==> config.mk <==
export PLATFORM = sky130hd
export DESIGN_NAME = dpm_control
export DESIGN_NICKNAME = d
export VERILOG_FILES = /design/src/include/dpm_pkg.sv /design/src/rtl/dpm_control.sv /design/src/rtl/dpm_pointer.sv
export SDC_FILE = /design/constraint.sdc
export NUM_CORES = 1
export LEC_CHECK = 0
export ABC_AREA = 1
export BUFFER_PORTS_ARGS = -buffer_cell sky130_fd_sc_hd__buf_2
export CAP_MARGIN = 30
export CELL_PAD_IN_SITES_DETAIL_PLACEMENT = 0
export CELL_PAD_IN_SITES_GLOBAL_PLACEMENT = 1
export CORE_MARGIN = 10
export CORE_UTILIZATION = 41
export CTS_BUF_LIST = sky130_fd_sc_hd__clkbuf_4 sky130_fd_sc_hd__clkbuf_8
export CTS_CLUSTER_DIAMETER = 30
export DETAILED_ROUTE_END_ITERATION = 8
export PLACE_DENSITY_LB_ADDON = 0.1
export SETUP_SLACK_MARGIN = 0.02
export SLEW_MARGIN = 20
export SYNTH_ARGS = -nofsm -noshare
export SYNTH_HDL_FRONTEND = slang
export SYNTH_SLANG_ARGS = --single-unit
==> constraint.sdc <==
create_clock -name clk_sys -period 13.85 [get_ports clk_sys]
set_input_delay 2.0775 -clock clk_sys [delete_from_list [all_inputs] [get_ports clk_sys]]
set_output_delay 2.0775 -clock clk_sys [all_outputs]
set_load 0.05 [all_outputs]
==> src/include/dpm_pkg.sv <==
package dpm_pkg;
   // Speed modes, shared by the mode pins and the speed mode field.
   typedef enum logic [1:0] {
      DPM_SPEED_SINGLE = 2'h0,
      DPM_SPEED_DOUBLE = 2'h1,
      DPM_SPEED_QUAD = 2'h2,
      DPM_SPEED_STREAM = 2'h3
   } dpm_speed_t;

   // De-emphasis selections.
   typedef enum logic [1:0] {
      DPM_DEEMPH_OFF = 2'h0,
      DPM_DEEMPH_32K = 2'h1,
      DPM_DEEMPH_44K = 2'h2,
      DPM_DEEMPH_48K = 2'h3
   } dpm_deemph_t;

   // Software configuration as loaded through the control port.
   typedef struct packed {
      logic port_enable_bit;
      logic power_down_bit;
      logic rolloff_select;
      logic [1:0] deemph_bits;
      dpm_speed_t speed_mode_field;
      logic [2:0] format_field;
      logic ramp_up_bit;
      logic ramp_down_bit;
      logic mute_bits;
      logic [3:0] mix_enable;
   } dpm_soft_cfg_t;

   // Effective configuration handed to the datapath.
   typedef struct packed {
      logic soft_mode;
      logic slow_rolloff;
      dpm_deemph_t deemph;
      dpm_speed_t speed;
      logic one_bit_stream;
      logic [2:0] stream_rate;
      logic [2:0] format;
      logic [3:0] mix_enable;
   } dpm_eff_cfg_t;

   // Pointer layout: flag in bit 7, address in bits 4 to 0.
   localparam int DPM_PTR_FLAG_BIT = 7;
   localparam int DPM_PTR_ADDR_W = 5;
   localparam logic [7:0] DPM_PTR_RESET = 8'h00;

   // Post-reset wait, in frame clock cycles, per speed mode.
   localparam logic [11:0] DPM_WAIT_SINGLE = 12'h200;
   localparam logic [11:0] DPM_WAIT_DOUBLE = 12'h400;
   localparam logic [11:0] DPM_WAIT_QUAD = 12'h800;

   // Power-up ramp time and its cycle count at the system clock.
   localparam int DPM_CLK_MHZ = 100;
   localparam int DPM_POWERUP_US = 50;
   localparam int DPM_POWERUP_CYC = DPM_POWERUP_US * DPM_CLK_MHZ;

   // The stream pin must stay high longer than half a frame at the slowest 4 kHz rate,
   // so a running frame clock is never taken for a held stream enable.
   localparam int DPM_STREAM_HOLD_CYC = 12500;

   // Oversampling ratios per speed mode.
   localparam logic [7:0] DPM_OSR_SINGLE = 8'h80;
   localparam logic [7:0] DPM_OSR_DOUBLE = 8'h40;
   localparam logic [7:0] DPM_OSR_QUAD = 8'h20;

   // Control state machine, Gray coded along reset, wait, powerup, run.
   typedef enum logic [1:0] {
      DPM_ST_LOWPWR = 2'h0,
      DPM_ST_WAIT = 2'h1,
      DPM_ST_POWERUP = 2'h3,
      DPM_ST_RUN = 2'h2
   } dpm_state_t;
endpackage

==> src/rtl/dpm_control.sv <==
`timescale 1ns/1ns
// Behaviour
// - Software mode: roll-off select bit picks fast or slow filter, every speed.
// - Hardware mode always uses the fast roll-off filter.
// - Software mode: de-emphasis bits pick 32, 44.1 or 48 kHz coefficients.
// - Hardware mode: only 44.1 kHz de-emphasis, enabled by mode pin two high with mode pin three low.
// - Mismatched rate scales de-emphasis corners by actual rate over 44100.
// - Channel mixing applies independently to each A-B channel pair.
// - Pin mode: stream-enable pin high selects bit stream; pins give rate.
// - Software mode: speed field selects bit stream; format field gives rate.
// - Mute outputs active in power-up, reset, mute and bad clock ratio.
// - Reset low returns registers to default and keeps device powered down.
// - After reset, wait 512, 1024 or 2048 frame clocks, then power up.
// - No port enable write before count expiry: hardware mode from pins.
// - Port enable write accepted any time, switching to software control.
// - Clearing the power-down bit starts a power-up lasting about 50 us.
// - Control port runs independently of the audio sample rate.
// - Auto-increment flag clear: pointer holds across successive bytes.
// - Auto-increment flag set: pointer advances after each data byte.
// - Pointer is eight bits, five address bits, resets to zero.
// - Speeds: single 128x to 50 kHz, double 64x, quad 32x.
module dpm_control #(
   parameter int POWERUP_CYC = dpm_pkg::DPM_POWERUP_CYC, // Power-up length.
   parameter int STREAM_HOLD_CYC = dpm_pkg::DPM_STREAM_HOLD_CYC // Stream pin hold time.
) (
   input wire logic clk_sys, // System clock, 100 MHz.
   input wire logic rst, // Synchronous reset, active high.
   input wire logic reset_pin_n, // Device reset pin, active low, asynchronous.
   input wire logic frame_clock, // Frame clock pin, also the stream enable.
   input wire logic [3:0] mode_pins, // Strap pins, asynchronous.
   input wire logic ratio_valid, // Clock ratio detector says ratio is valid.
   input wire dpm_pkg::dpm_soft_cfg_t soft_cfg, // Loaded register settings.
   input wire logic port_enable_write, // Pulse: port enable bit was written.
   input wire logic ptr_load, // Pulse: pointer byte received.
   input wire logic [7:0] ptr_value, // Received pointer byte.
   input wire logic byte_done, // Pulse: data byte transferred.
   output logic [7:0] ptr, // Register pointer.
   output dpm_pkg::dpm_eff_cfg_t eff_cfg, // Effective configuration.
   output logic [7:0] osr, // Oversampling ratio of current speed.
   output logic [15:0] deemph_scale_q8, // Corner scale, actual over 44100.
   input wire logic [15:0] sample_rate_q0, // Measured sample rate in 10 Hz units.
   output logic powered_down, // Device held in low power.
   output logic powering_up, // Power-up ramp in progress.
   output logic mute_control // Mute control output, active high.
);
   typedef struct packed {
      logic [1:0] rst_sync;
      logic [1:0] fclk_sync;
      logic fclk_prev;
      logic [13:0] hi_cnt;
      logic [3:0] pin_sync1;
      logic [3:0] pin_sync2;
      dpm_pkg::dpm_state_t st;
      logic [11:0] wait_cnt;
      logic [12:0] pup_cnt;
      logic soft_mode;
      logic hw_started;
      dpm_pkg::dpm_eff_cfg_t cfg;
      logic [15:0] scale;
   } dpm_ctl_state_t;

   dpm_ctl_state_t state;
   dpm_ctl_state_t next_state;
   logic frame_rise;
   logic dev_reset;
   logic [3:0] pins;
   logic stream_pin;
   logic want_power;
   dpm_pkg::dpm_speed_t cur_speed;

   // Terminal count of the post-reset wait for a given speed.
   function automatic logic [11:0] wait_limit(input dpm_pkg::dpm_speed_t s);
      case (s)
         dpm_pkg::DPM_SPEED_DOUBLE: wait_limit = dpm_pkg::DPM_WAIT_DOUBLE;
         dpm_pkg::DPM_SPEED_QUAD: wait_limit = dpm_pkg::DPM_WAIT_QUAD;
         default: wait_limit = dpm_pkg::DPM_WAIT_SINGLE;
      endcase
   endfunction

   // Oversampling ratio of a speed mode.
   function automatic logic [7:0] speed_osr(input dpm_pkg::dpm_speed_t s);
      case (s)
         dpm_pkg::DPM_SPEED_DOUBLE: speed_osr = dpm_pkg::DPM_OSR_DOUBLE;
         dpm_pkg::DPM_SPEED_QUAD: speed_osr = dpm_pkg::DPM_OSR_QUAD;
         default: speed_osr = dpm_pkg::DPM_OSR_SINGLE;
      endcase
   endfunction

   // Speed implied by the strap pins, mode pins three and two.
   function automatic dpm_pkg::dpm_speed_t pin_speed(input logic [3:0] p);
      case (p[3:2])
         2'h2: pin_speed = dpm_pkg::DPM_SPEED_DOUBLE;
         2'h3: pin_speed = dpm_pkg::DPM_SPEED_QUAD;
         default: pin_speed = dpm_pkg::DPM_SPEED_SINGLE;
      endcase
   endfunction

   // Synchronised views; only second-stage flops feed logic.
   assign dev_reset = ~state.rst_sync[1];
   assign pins = state.pin_sync2;
   assign stream_pin = (state.hi_cnt == 14'(STREAM_HOLD_CYC));
   assign frame_rise = state.fclk_sync[1] & ~state.fclk_prev;

   // Speed seen by the wait counter is whichever source rules right now.
   assign cur_speed = state.soft_mode ? soft_cfg.speed_mode_field : pin_speed(pins);

   // Software mode powers up when the power-down bit is clear.
   assign want_power = state.soft_mode ? ~soft_cfg.power_down_bit : state.hw_started;

   always_comb begin
      next_state = state;
      next_state.rst_sync = {state.rst_sync[0], reset_pin_n};
      next_state.fclk_sync = {state.fclk_sync[0], frame_clock};
      next_state.fclk_prev = state.fclk_sync[1];

      // Only a level held past any frame half period counts as a stream enable.
      if (!state.fclk_sync[1]) begin
         next_state.hi_cnt = 14'h0000;
      end else if (state.hi_cnt != 14'(STREAM_HOLD_CYC)) begin
         next_state.hi_cnt = state.hi_cnt + 14'h0001;
      end
      next_state.pin_sync1 = mode_pins;
      next_state.pin_sync2 = state.pin_sync1;

      // Port enable may arrive in any state, even after a pin start.
      if (port_enable_write && soft_cfg.port_enable_bit) begin
         next_state.soft_mode = 1'b1;
      end

      case (state.st)
         dpm_pkg::DPM_ST_LOWPWR: begin
            next_state.wait_cnt = 12'h000;
            next_state.st = dpm_pkg::DPM_ST_WAIT;
         end
         dpm_pkg::DPM_ST_WAIT: begin
            // Counter freezes once software has taken over.
            if (!state.soft_mode && frame_rise) begin
               if (state.wait_cnt + 12'h001 >= wait_limit(cur_speed)) begin
                  next_state.hw_started = 1'b1;
               end else begin
                  next_state.wait_cnt = state.wait_cnt + 12'h001;
               end
            end
            if (want_power) begin
               next_state.pup_cnt = 13'h0000;
               next_state.st = dpm_pkg::DPM_ST_POWERUP;
            end
         end
         dpm_pkg::DPM_ST_POWERUP: begin
            if (!want_power) begin
               next_state.st = dpm_pkg::DPM_ST_WAIT;
            end else if (state.pup_cnt >= 13'(POWERUP_CYC - 1)) begin
               next_state.st = dpm_pkg::DPM_ST_RUN;
            end else begin
               next_state.pup_cnt = state.pup_cnt + 13'h0001;
            end
         end
         dpm_pkg::DPM_ST_RUN: begin
            if (!want_power) begin
               next_state.st = dpm_pkg::DPM_ST_WAIT;
            end
         end
         default: next_state.st = dpm_pkg::DPM_ST_LOWPWR;
      endcase

      // Effective configuration from the ruling source.
      if (state.soft_mode) begin
         next_state.cfg.soft_mode = 1'b1;
         next_state.cfg.slow_rolloff = soft_cfg.rolloff_select;
         next_state.cfg.deemph = dpm_pkg::dpm_deemph_t'(soft_cfg.deemph_bits);
         next_state.cfg.one_bit_stream =
            (soft_cfg.speed_mode_field == dpm_pkg::DPM_SPEED_STREAM);
         next_state.cfg.speed = soft_cfg.speed_mode_field;
         next_state.cfg.stream_rate = soft_cfg.format_field;
         next_state.cfg.format = soft_cfg.format_field;
         next_state.cfg.mix_enable = soft_cfg.mix_enable;
      end else begin
         next_state.cfg.soft_mode = 1'b0;
         next_state.cfg.slow_rolloff = 1'b0;
         next_state.cfg.deemph = (pins[3:2] == 2'h1) ?
            dpm_pkg::DPM_DEEMPH_44K : dpm_pkg::DPM_DEEMPH_OFF;
         next_state.cfg.one_bit_stream = stream_pin;
         next_state.cfg.speed = stream_pin ? dpm_pkg::DPM_SPEED_STREAM : pin_speed(pins);
         next_state.cfg.stream_rate = pins[2:0];
         next_state.cfg.format = {1'b0, pins[1:0]};
         next_state.cfg.mix_enable = 4'hf;
      end

      // Corner scale in 8.8 fixed point: rate in 10 Hz units over 4410.
      next_state.scale = 16'(({16'h0000, sample_rate_q0} << 8) / 32'd4410);

      // Reset pin low forces defaults and low power.
      if (dev_reset) begin
         next_state.st = dpm_pkg::DPM_ST_LOWPWR;
         next_state.soft_mode = 1'b0;
         next_state.hw_started = 1'b0;
         next_state.wait_cnt = 12'h000;
         next_state.pup_cnt = 13'h0000;
      end
   end

   always_ff @(posedge clk_sys) begin
      if (rst) begin
         state.rst_sync <= 2'h0;
         state.fclk_sync <= 2'h0;
         state.fclk_prev <= 1'b0;
         state.hi_cnt <= 14'h0000;
         state.pin_sync1 <= 4'h0;
         state.pin_sync2 <= 4'h0;
         state.st <= dpm_pkg::DPM_ST_LOWPWR;
         state.wait_cnt <= 12'h000;
         state.pup_cnt <= 13'h0000;
         state.soft_mode <= 1'b0;
         state.hw_started <= 1'b0;
         state.cfg <= '0;
         state.scale <= 16'h0000;
      end else begin
         state <= next_state;
      end
   end

   // The pointer runs on the system clock, so the audio rate never gates it.
   dpm_pointer u_pointer (
      .clk_sys(clk_sys),
      .rst(rst | dev_reset),
      .ptr_load(ptr_load),
      .ptr_value(ptr_value),
      .byte_done(byte_done),
      .ptr(ptr)
   );

   assign eff_cfg = state.cfg;
   assign osr = speed_osr(state.cfg.speed);
   assign deemph_scale_q8 = state.scale;
   assign powered_down = (state.st == dpm_pkg::DPM_ST_LOWPWR) ||
                         (state.st == dpm_pkg::DPM_ST_WAIT);
   assign powering_up = (state.st == dpm_pkg::DPM_ST_POWERUP);

   // Mute covers every state in which audio could click.
   assign mute_control = dev_reset || (state.st != dpm_pkg::DPM_ST_RUN) ||
                         (state.soft_mode && soft_cfg.mute_bits) || !ratio_valid;
endmodule // dpm_control

==> src/rtl/dpm_pointer.sv <==
`timescale 1ns/1ns
// Control port register pointer with optional auto-increment.
module dpm_pointer (
   input wire logic clk_sys, // System clock.
   input wire logic rst, // Synchronous reset, active high.
   input wire logic ptr_load, // Pulse: load a new pointer byte.
   input wire logic [7:0] ptr_value, // Pointer byte to load.
   input wire logic byte_done, // Pulse: one data byte transferred.
   output logic [7:0] ptr // Current pointer.
);
   typedef struct packed {
      logic [7:0] ptr;
   } dpm_ptr_state_t;

   dpm_ptr_state_t state;
   dpm_ptr_state_t next_state;

   // A load wins over an increment, since it names the next register.
   always_comb begin
      next_state = state;
      if (ptr_load) begin
         next_state.ptr = ptr_value;
      end else if (byte_done && state.ptr[dpm_pkg::DPM_PTR_FLAG_BIT]) begin
         // Wraps within five bits and leaves the flag alone.
         next_state.ptr[dpm_pkg::DPM_PTR_ADDR_W-1:0] =
            state.ptr[dpm_pkg::DPM_PTR_ADDR_W-1:0] + 5'h01;
      end
      // Flag clear: pointer holds across successive bytes.
   end

   always_ff @(posedge clk_sys) begin
      if (rst) begin
         state.ptr <= dpm_pkg::DPM_PTR_RESET;
      end else begin
         state <= next_state;
      end
   end

   assign ptr = state.ptr;
endmodule // dpm_pointer
==> results.json, run 1 <==
{
  "fmax_ghz": 0.0803,
  "cts_made_buffers": 9,
  "via_count": 11829,
  "postLayoutCellArea_um2": 12300,
  "clockBufferDepth": 2,
  "core_area_um2": 25900,
  "hold_start": "next_state[62]",
  "multi_input_area_um2": 7410,
  "drv_slew": 0,
  "die_height_um": 182,
  "fin_crit_sh_pct": 89.9,
  "numClockSinks": 91,
  "ioPinCount": 105,
  "num_rows": 59,
  "antenna_left": 0,
  "initial_core_util_pct": 41.5,
  "crit_path_end_kind": "flip-flop",
  "num-fill-cells": 2872,
  "dp_hpwl_um": 25300,
  "status": "finished, final reports clean",
  "viasPerCell": 4.85,
  "period_needed_ns": 12.45,
  "reg2reg_from": "state[48]",
  "dp.cells": 2422,
  "syn_inst": 1930,
  "first_iter_violations": 733,
  "yosysSeqAreaShare_pct": 16.9,
  "place_congestion": 0.872,
  "relSlewSlack_pct": 53.2,
  "drc": 0,
  "grt_max_degree": 35,
  "cts_hold_buf": 0,
  "synthArstFlopShare_pct": 0,
  "postSynthRegisterBits": 91,
  "cp.arrival_ns": 12.67,
  "nets": 2174,
  "clock_latency_ns": 0.36,
  "hold_class": "flip-flop to flip-flop",
  "max_stage_delay_ns": 0.29,
  "setup_tns_ns": 0,
  "die_w_um": 182,
  "hold_viol": 0,
  "min_path_cells": 2,
  "startpoint": "sample_rate_q0[12]",
  "worst_slew_pin_slew_ns": 0.702,
  "dr.pass1.iters": 6,
  "drt-total-wl_um": 30000,
  "synth_area_um2": 10800,
  "first_global_vias": 11021,
  "clockRootBuffer": "clkbuf_8",
  "rsz0062_at_grt": "false",
  "yosysWarnings": 0,
  "crit_required_ns": 14.07,
  "drive_above_1_share_pct": 18.9,
  "clk_pin_slew_ns": 0.09,
  "die_area_um2": 33100,
  "gr-total-overflow": 0,
  "grt_antenna_before_repair": 0,
  "yosys.cell_types.count": 53,
  "antennaDiodeCount": 0,
  "cts.htree.levels": 3,
  "cp_slowest_cell": "ha_1",
  "synth_flop_cell": "dfxtp_1",
  "worst_setup_path_start_kind": "primary input",
  "track_usage_pct": 18.0,
  "layout.cells.non_filler": 2440,
  "reg2regPathDepth": 16,
  "critical_path_class": "primary input to flip-flop",
  "setup_viol": 0,
  "seq_area_um2": 1820,
  "wl_per_cell_um": 12.3,
  "cp_max_fo": 19,
  "port_buffers": 93,
  "max_cap_violations": 0,
  "grt_pass1_wl_um": 52000,
  "finClkSkew_ns": 0.0143,
  "cts_tree": "built",
  "postSynthAreaPerCell_um2": 5.57,
  "cpMostUsedCell": "nand2_1",
  "area_growth_pct": 14.4,
  "synth-edff-count": 0,
  "place_area_um2": 12100
}
-- what timing repair did --
action	in CTS	in global routing
endpoints found under the setup margin	0	1
buffers inserted	0	2
gates resized for setup	0	4
-- state kept, by name, summed over array words and instances, names as in the netlist --
register / flops
u_pointer.ptr: 8
eff_cfg: 15
next_state: 7
state: 45
deemph_scale_q8: 12
pins: 4
-- area by class of cell --
class	count	share of cell area, %
Multi-Input combinational cell	1509	60.3
Clock buffer	11	1.18
Timing Repair Buffer	219	11.6
Tap cell	335	3.41
Sequential cell	91	14.8
Clock inverter	5	0.499
Inverter	270	8.26
-- path summary, 6_finish.rpt --
check,to,slack (ns)
setup / recovery,deemph_scale_q8[0],1.40
setup reg to reg,state[59],10.42
hold / removal,pins[0],0.41
hold reg to reg,pins[0],0.41
-- cells in the mapped netlist, types with 2 or more instances --
| cell type | n | area [um^2] |
|---|---|---|
| ha_1 | 21 | 263 |
| dfxtp_1 | 91 | 1820 |
| xnor2_1 | 8 | 70.1 |
| nor3_1 | 23 | 115 |
| nand3b_1 | 6 | 45.0 |
| inv_1 | 239 | 897 |
| a22oi_1 | 8 | 60.1 |
| a21oi_2 | 3 | 26.3 |
| nand2_4 | 12 | 135 |
| o21ai_1 | 12 | 60.1 |
| clkinv_1 | 4 | 15.0 |
| nand3_1 | 219 | 1100 |
| nand4_1 | 39 | 244 |
| nor2_2 | 26 | 163 |
| xor2_1 | 43 | 377 |
| o21a_1 | 2 | 15.0 |
| a211oi_1 | 4 | 30.0 |
| o21bai_1 | 2 | 15.0 |
| clkbuf_1 | 9 | 33.8 |
| o21ai_2 | 6 | 52.6 |
| nor2_1 | 208 | 781 |
| a21oi_1 | 64 | 320 |
| buf_8 | 3 | 45.0 |
| o2111ai_1 | 2 | 17.5 |
| o211ai_1 | 3 | 22.5 |
| nand3_2 | 20 | 200 |
| buf_6 | 11 | 124 |
| o21ai_0 | 47 | 235 |
| nand2_1 | 640 | 2400 |
| nand2_2 | 54 | 338 |
| buf_4 | 43 | 323 |
| nand3_4 | 3 | 52.6 |
| a31oi_1 | 2 | 12.5 |
| o221ai_1 | 2 | 17.5 |
| nor2_4 | 5 | 56.3 |
| inv_2 | 26 | 97.6 |
| nor4_1 | 4 | 25.0 |
-- placed cells by master (no fill, tap or decap), drive strengths merged, types with 2 or more instances in the layout --
master and n:
clkbuf 11, nor2 239, dfxtp 91, inv 267, and2 2, o21ai 65
a211oi 4, nand4 39, nand2 706, o211ai 3, ha 21, nor3 24
o21a 2, o21bai 2, buf 219, a22oi 8, o221ai 2, a21oi 68
nand3b 7, clkinv 7, nand3 242, xor2 43, conb 9, xnor2 8
a31oi 2, o2111ai 2, nor4 4
-- metal layers --
metal | share of wire, % | global-route usage (%)
met1 | 51 | 25.0
met2 | 45 | 29.6
met5 | 0 | 0
met3 | 3.5 | 1.53
met4 | 1.2 | 3.45
-- critical path: cells and delay by family --
kind,cells,cell delay (ns)
buffers and inverters,13,1.42
and+or+nand+nor,71,7.90
AOI/OAI and AO/OA,3,0.48
adders and majority gates,3,0.73
-- cell families after synthesis --
family                   count (synthesis)  synth area share (%)
AND/OR/NAND/NOR                       1266                  53.1
buffers and inverters                  338                  14.6
AO/OA/AOI/OAI                          162                  8.71
flip-flops                              91                  16.9
XOR/XNOR                                51                  4.15
adder cells (fa/ha/maj)                 21                  2.44
other                                    1                0.0349
-- through the flow --
step	worst slack (ns)	hold slack (ns)	utilization, %
2_1_floorplan	1.73	0.388	-
3_3_place_gp	0.812	0.394	46.5
3_5_place_dp	0.759	0.394	46.5
4_1_cts	1.13	0.408	47.3
5_1_grt	0.0528	0.440	47.5
6_report	1.40	0.406	47.5
Power of run 1 is not shown: default switching activity piles up to over one toggle a cycle in this logic, so the estimate is an artifact.
==> run 2: changes to the inputs <==
CELL_PAD_IN_SITES_DETAIL_PLACEMENT = unset   (was 0)
CELL_PAD_IN_SITES_GLOBAL_PLACEMENT = unset   (was 1)
PLACE_DENSITY_LB_ADDON = unset   (was 0.1)
SKIP_LAST_GASP = 1   (was unset)
==> run 2 against run 1 <==
First-iteration DRC count is 1.8% lower. Die area stayed put. Critical path depth is 4 lower. Global-route usage is 1.1 points lower. Routed wire length is 3.3% lower. Clock skew is 0.0013 ns higher. Core utilization is 1.2 points lower. Via count is 0.48% lower. Register-to-register slack worse by 0.08 ns. Worst hold slack hardly changed. Flip-flop and latch count stayed put. Critical endpoint unchanged. Highest routed layer unchanged.
==> results.json, run 2 (same netlist as run 1, synthesis figures left out) <==
{
  "status": "finished, final reports clean",
  "layout_commonest_cell": "nand2_1",
  "grt_use_met1_pct": 23.1,
  "finClkSkew_ns": 0.0156,
  "first_global_vias": 10483,
  "place_congestion": 0.866,
  "reg2reg_from": "state[48]",
  "via_count": 11772,
  "numClockSinks": 91,
  "initial_core_util_pct": 41.5,
  "largest-register": "state",
  "clockRootBuffer": "clkbuf_8",
  "grt_max_degree": 35,
  "worst_slew_pin_slew_ns": 0.744,
  "core_area_um2": 25900,
  "area_growth_pct": 11.5,
  "crit_path_end_kind": "flip-flop",
  "num_rows": 59,
  "critical_path_class": "primary input to flip-flop",
  "min_path_cells": 2,
  "grtUsageMet3_pct": 2.21,
  "dp_hpwl_um": 24100,
  "cp_max_fo": 19,
  "largest_register_ff_count": 45,
  "relSlewSlack_pct": 50.4,
  "worst_setup_path_start_kind": "primary input",
  "dp.cells": 2371,
  "cp.arrival_ns": 12.82,
  "min_to": "next_state[84]",
  "drive_above_1_share_pct": 17.2,
  "setup_tns_ns": 0,
  "grt_antenna_before_repair": 0,
  "drc": 0,
  "layout.cells.non_filler": 2392,
  "final_util_pct": 46.3,
  "die_w_um": 182,
  "grt_pass1_wl_um": 48700,
  "hold_class": "flip-flop to flip-flop",
  "clockBufferDepth": 2,
  "setup_viol": 0,
  "cts.htree.levels": 3,
  "die_area_um2": 33100,
  "port_buffers": 93,
  "hold_start": "next_state[86]",
  "antenna_left": 0,
  "wl_per_cell_um": 12.1,
  "dr.pass1.iters": 7,
  "rr_endpoint": "state[52]",
  "holdWs_ns": 0.406,
  "track_usage_pct": 16.9,
  "max_stage_delay_ns": 0.33,
  "grt_use_met2_pct": 27.8,
  "viasPerCell": 4.92,
  "max_cap_violations": 0,
  "clk_pin_slew_ns": 0.08,
  "cpMostUsedCell": "nand2_1",
  "fin_crit_sh_pct": 91.0,
  "nets": 2126,
  "hold_viol": 0,
  "first_iter_violations": 720,
  "r2r_slack_ns": 10.34,
  "reg2regPathDepth": 16,
  "gr-total-overflow": 0,
  "clock_latency_ns": 0.37,
  "ioPinCount": 105,
  "layout_common_cells": "636 x nand2_1, 239 x inv_1, 219 x nand3_1, 206 x nor2_1, 93 x buf_2",
  "cp_slowest_cell": "ha_1",
  "crit_required_ns": 14.06,
  "grt-busiest-layer": "met2",
  "cts_tree": "built",
  "cts_made_buffers": 9,
  "cts_hold_buf": 0,
  "antennaDiodeCount": 0,
  "drt-total-wl_um": 29000,
  "drv_slew": 0,
  "period_needed_ns": 12.60,
  "die_height_um": 182,
  "fmax_ghz": 0.0793
}
## run 2: cell count changes in the layout (fill, tap and decap cells not counted), moves of 2 or more
cell	change
clkinv_4	-2
nor2_4	+2
buf_4	-48
nand2_1	-3
clkinv_2	+3
nand2_8	+2
## run 2: what timing repair did
item | CTS | global route
buffers inserted | 0 | 5
resized for setup | 0 | 15
endpoints found under the setup margin | 0 | 1
## run 2: layout make-up
| cell class | count | area (um^2) |
|---|---|---|
| timing repair buffer | 171 | 1060 |
| tap | 335 | 419 |
| fill | 2844 | 13900 |
| sequential | 91 | 1820 |
| inverter | 270 | 1020 |
| clock buffer | 10 | 131 |
| multi-input combinational | 1509 | 7460 |
| clock inverter | 6 | 80.1 |
## run 2: through the flow
step | instance area (um^2) | setup slack [ns]
after floorplan | 10800 | 1.73
after global placement | 11700 | 0.694
after detailed placement | 11700 | 0.451
after CTS | 11900 | 0.840
after global routing | 12000 | -0.00237
final | 12000 | 1.25
## run 2: metal layers
layer	vias to the layer above	wire (um)
met4	0	231
met5	-	0
met2	226	13000
met3	21	1370
met1	5215	14400
li1	6310	-
## run 2: worst max path at each step
stage / from / end / slack [ns] / depth (start not counted)
final: sample_rate_q0[4] / deemph_scale_q8[0] / 1.25 / 86
after CTS: sample_rate_q0[4] / deemph_scale_q8[0] / 0.84 / 79
after floorplan: sample_rate_q0[4] / deemph_scale_q8[0] / 1.73 / 90
after global placement: sample_rate_q0[4] / deemph_scale_q8[0] / 0.69 / 79
after global routing: sample_rate_q0[6] / deemph_scale_q8[0] / -0.002 / 91
after detailed placement: sample_rate_q0[4] / deemph_scale_q8[0] / 0.45 / 80
## run 2: worst max-delay path, delay by kind of cell
kind	cells	cell delay [ns]
AOI/OAI and AO/OA	6	0.97
xor gates and xnor gates	1	0.27
adders and majority gates	3	0.78
buffers and inverters	8	0.95
and+or+nand+nor	68	7.73
Power of run 2 is left out for the same reason.
==> run 3: changes to the inputs <==
clock period = 13.67 ns   (was 13.85 ns; I/O delays follow)
==> run 3 against run 2 <==
Setup slack got worse by 0.0093 ns. Global-route usage is 0.41 points higher. Clock skew barely moved. Sequential share of layout area decreased by 0.13 points. Count of clock-buffer cells in the layout decreased by 1. Cell count increased by 0.50%. Routed wire length increased by 1.3%. Cell area increased by 0.86%. Register-to-register slack lost 0.19 ns. First-iteration DRC count is 4.6% higher. Non-clock buffer count grew 13. Core utilization increased by 0.40 points. Critical endpoint unchanged. Largest cell class unchanged. Highest routed layer unchanged.
==> results.json, run 3 (same netlist as run 1, synthesis figures left out) <==
{
  "status": "finished, final reports clean",
  "setup_tns_ns": 0,
  "largest_register_ff_count": 45,
  "port_buffers": 93,
  "numClockSinks": 91,
  "multi_input_area_um2": 7470,
  "worst_slew_pin_slew_ns": 0.749,
  "drc": 0,
  "cts_hold_buf": 0,
  "core_area_um2": 25900,
  "first_iter_violations": 753,
  "cpMostUsedCell": "nand2_1",
  "holdWs_ns": 0.418,
  "dp_hpwl_um": 24400,
  "die_area_um2": 33100,
  "drt-total-wl_um": 29400,
  "crit_family": "simple AND/OR/NAND/NOR gates",
  "worst_setup_path_start_kind": "primary input",
  "drv_slew": 0,
  "grt_pass1_wl_um": 49900,
  "cts_made_buffers": 9,
  "num_rows": 59,
  "place_congestion": 0.863,
  "num-fill-cells": 2887,
  "finClkSkew_ns": 0.0153,
  "clk_pin_slew_ns": 0.09,
  "cts.htree.levels": 3,
  "period_needed_ns": 12.43,
  "area_growth_pct": 12.5,
  "critical_path_class": "primary input to flip-flop",
  "fin_crit_sh_pct": 91.0,
  "max_stage_delay_ns": 0.24,
  "crit_path_end_kind": "flip-flop",
  "crit_buf_inv": 15,
  "nets": 2139,
  "clockRootBuffer": "clkbuf_8",
  "seq_area_um2": 1820,
  "grt_antenna_before_repair": 0,
  "antennaDiodeCount": 0,
  "wl_per_cell_um": 12.2,
  "cp_slowest_cell": "a21oi_4",
  "first_global_vias": 10754,
  "clockBufferDepth": 2,
  "ioPinCount": 105,
  "viasPerCell": 4.90,
  "cp.arrival_ns": 12.73,
  "initial_core_util_pct": 41.5,
  "dr.pass1.iters": 5,
  "die_height_um": 182,
  "antenna_left": 0,
  "fmax_ghz": 0.0804,
  "layout_common_cells": "638 x nand2_1, 239 x inv_1, 219 x nand3_1, 204 x nor2_1, 93 x buf_2",
  "track_usage_pct": 17.3,
  "die_w_um": 182,
  "crit_required_ns": 13.97,
  "cp_max_fo": 19,
  "drive_above_1_share_pct": 17.9,
  "cts_tree": "built",
  "layout_commonest_cell": "nand2_1",
  "rsz0062_at_grt": "false",
  "grt_max_degree": 35,
  "largest-register": "state",
  "setup_viol": 0,
  "clock_latency_ns": 0.37,
  "gr-total-overflow": 0,
  "max_cap_violations": 0,
  "relSlewSlack_pct": 50.0,
  "hold_viol": 0,
  "via_count": 11787,
  "hold_class": "flip-flop to flip-flop"
}
run 3: cell types whose count changed in the layout (fill, tap and decap cells not counted), sizes merged:
cell    previous run  this run
inv              266       268
buf              171       184
clkinv             8         7
clkbuf            10         9
bufinv             2         1
run 3: final timing paths:
kind | startpoint | endpoint | slack [ns] | cells after the start
setup / recovery | sample_rate_q0[4] | deemph_scale_q8[0] | 1.24 | 92
hold / removal | next_state[88] | state[88] | 0.42 | 2
setup reg to reg | state[48] | state[58] | 10.15 | 16
hold reg to reg | next_state[88] | state[88] | 0.42 | 2
run 3: routing by layer:
layer,vias up,track usage [%],wire length [um]
met4,0,2.77,160
met5,-,0,0
met2,227,28.7,13300
li1,6342,-,-
met3,12,2.66,1260
met1,5206,23.3,14700
run 3: repair_timing:
action,4_1_cts,5_1_grt
buffers inserted,0,2
endpoints found under the hold margin,0,0
gates resized for setup,0,18
endpoints found under the setup margin,0,2
run 3: per-stage QoR:
step | instance area (um^2) | utilization [%] | std cells | setup WS [ns]
floorplan | 10800 | - | 1938 | 1.58
global placement | 11800 | 45.5 | 2387 | 0.592
detailed placement | 11800 | 45.5 | 2387 | 0.464
CTS | 12000 | 46.3 | 2402 | 0.851
global route | 12100 | 46.7 | 2404 | 0.0640
finish | 12100 | 46.7 | 2404 | 1.24
run 3: area by class of cell:
type	instances	share of cell area, %
Tap cell	335	3.46
Inverter	270	8.40
Multi-Input combinational cell	1509	61.7
Timing Repair Buffer	184	9.70
Clock buffer	9	1.02
Clock inverter	6	0.610
Sequential cell	91	15.1
run 3: tightest hold or removal path, cell delays in order, from the launching register on:
cell	delay [ns]
dfxtp_1	0.30
inv_1	0.05
nor2_1	0.03
Power of run 3 is left out for the same reason.
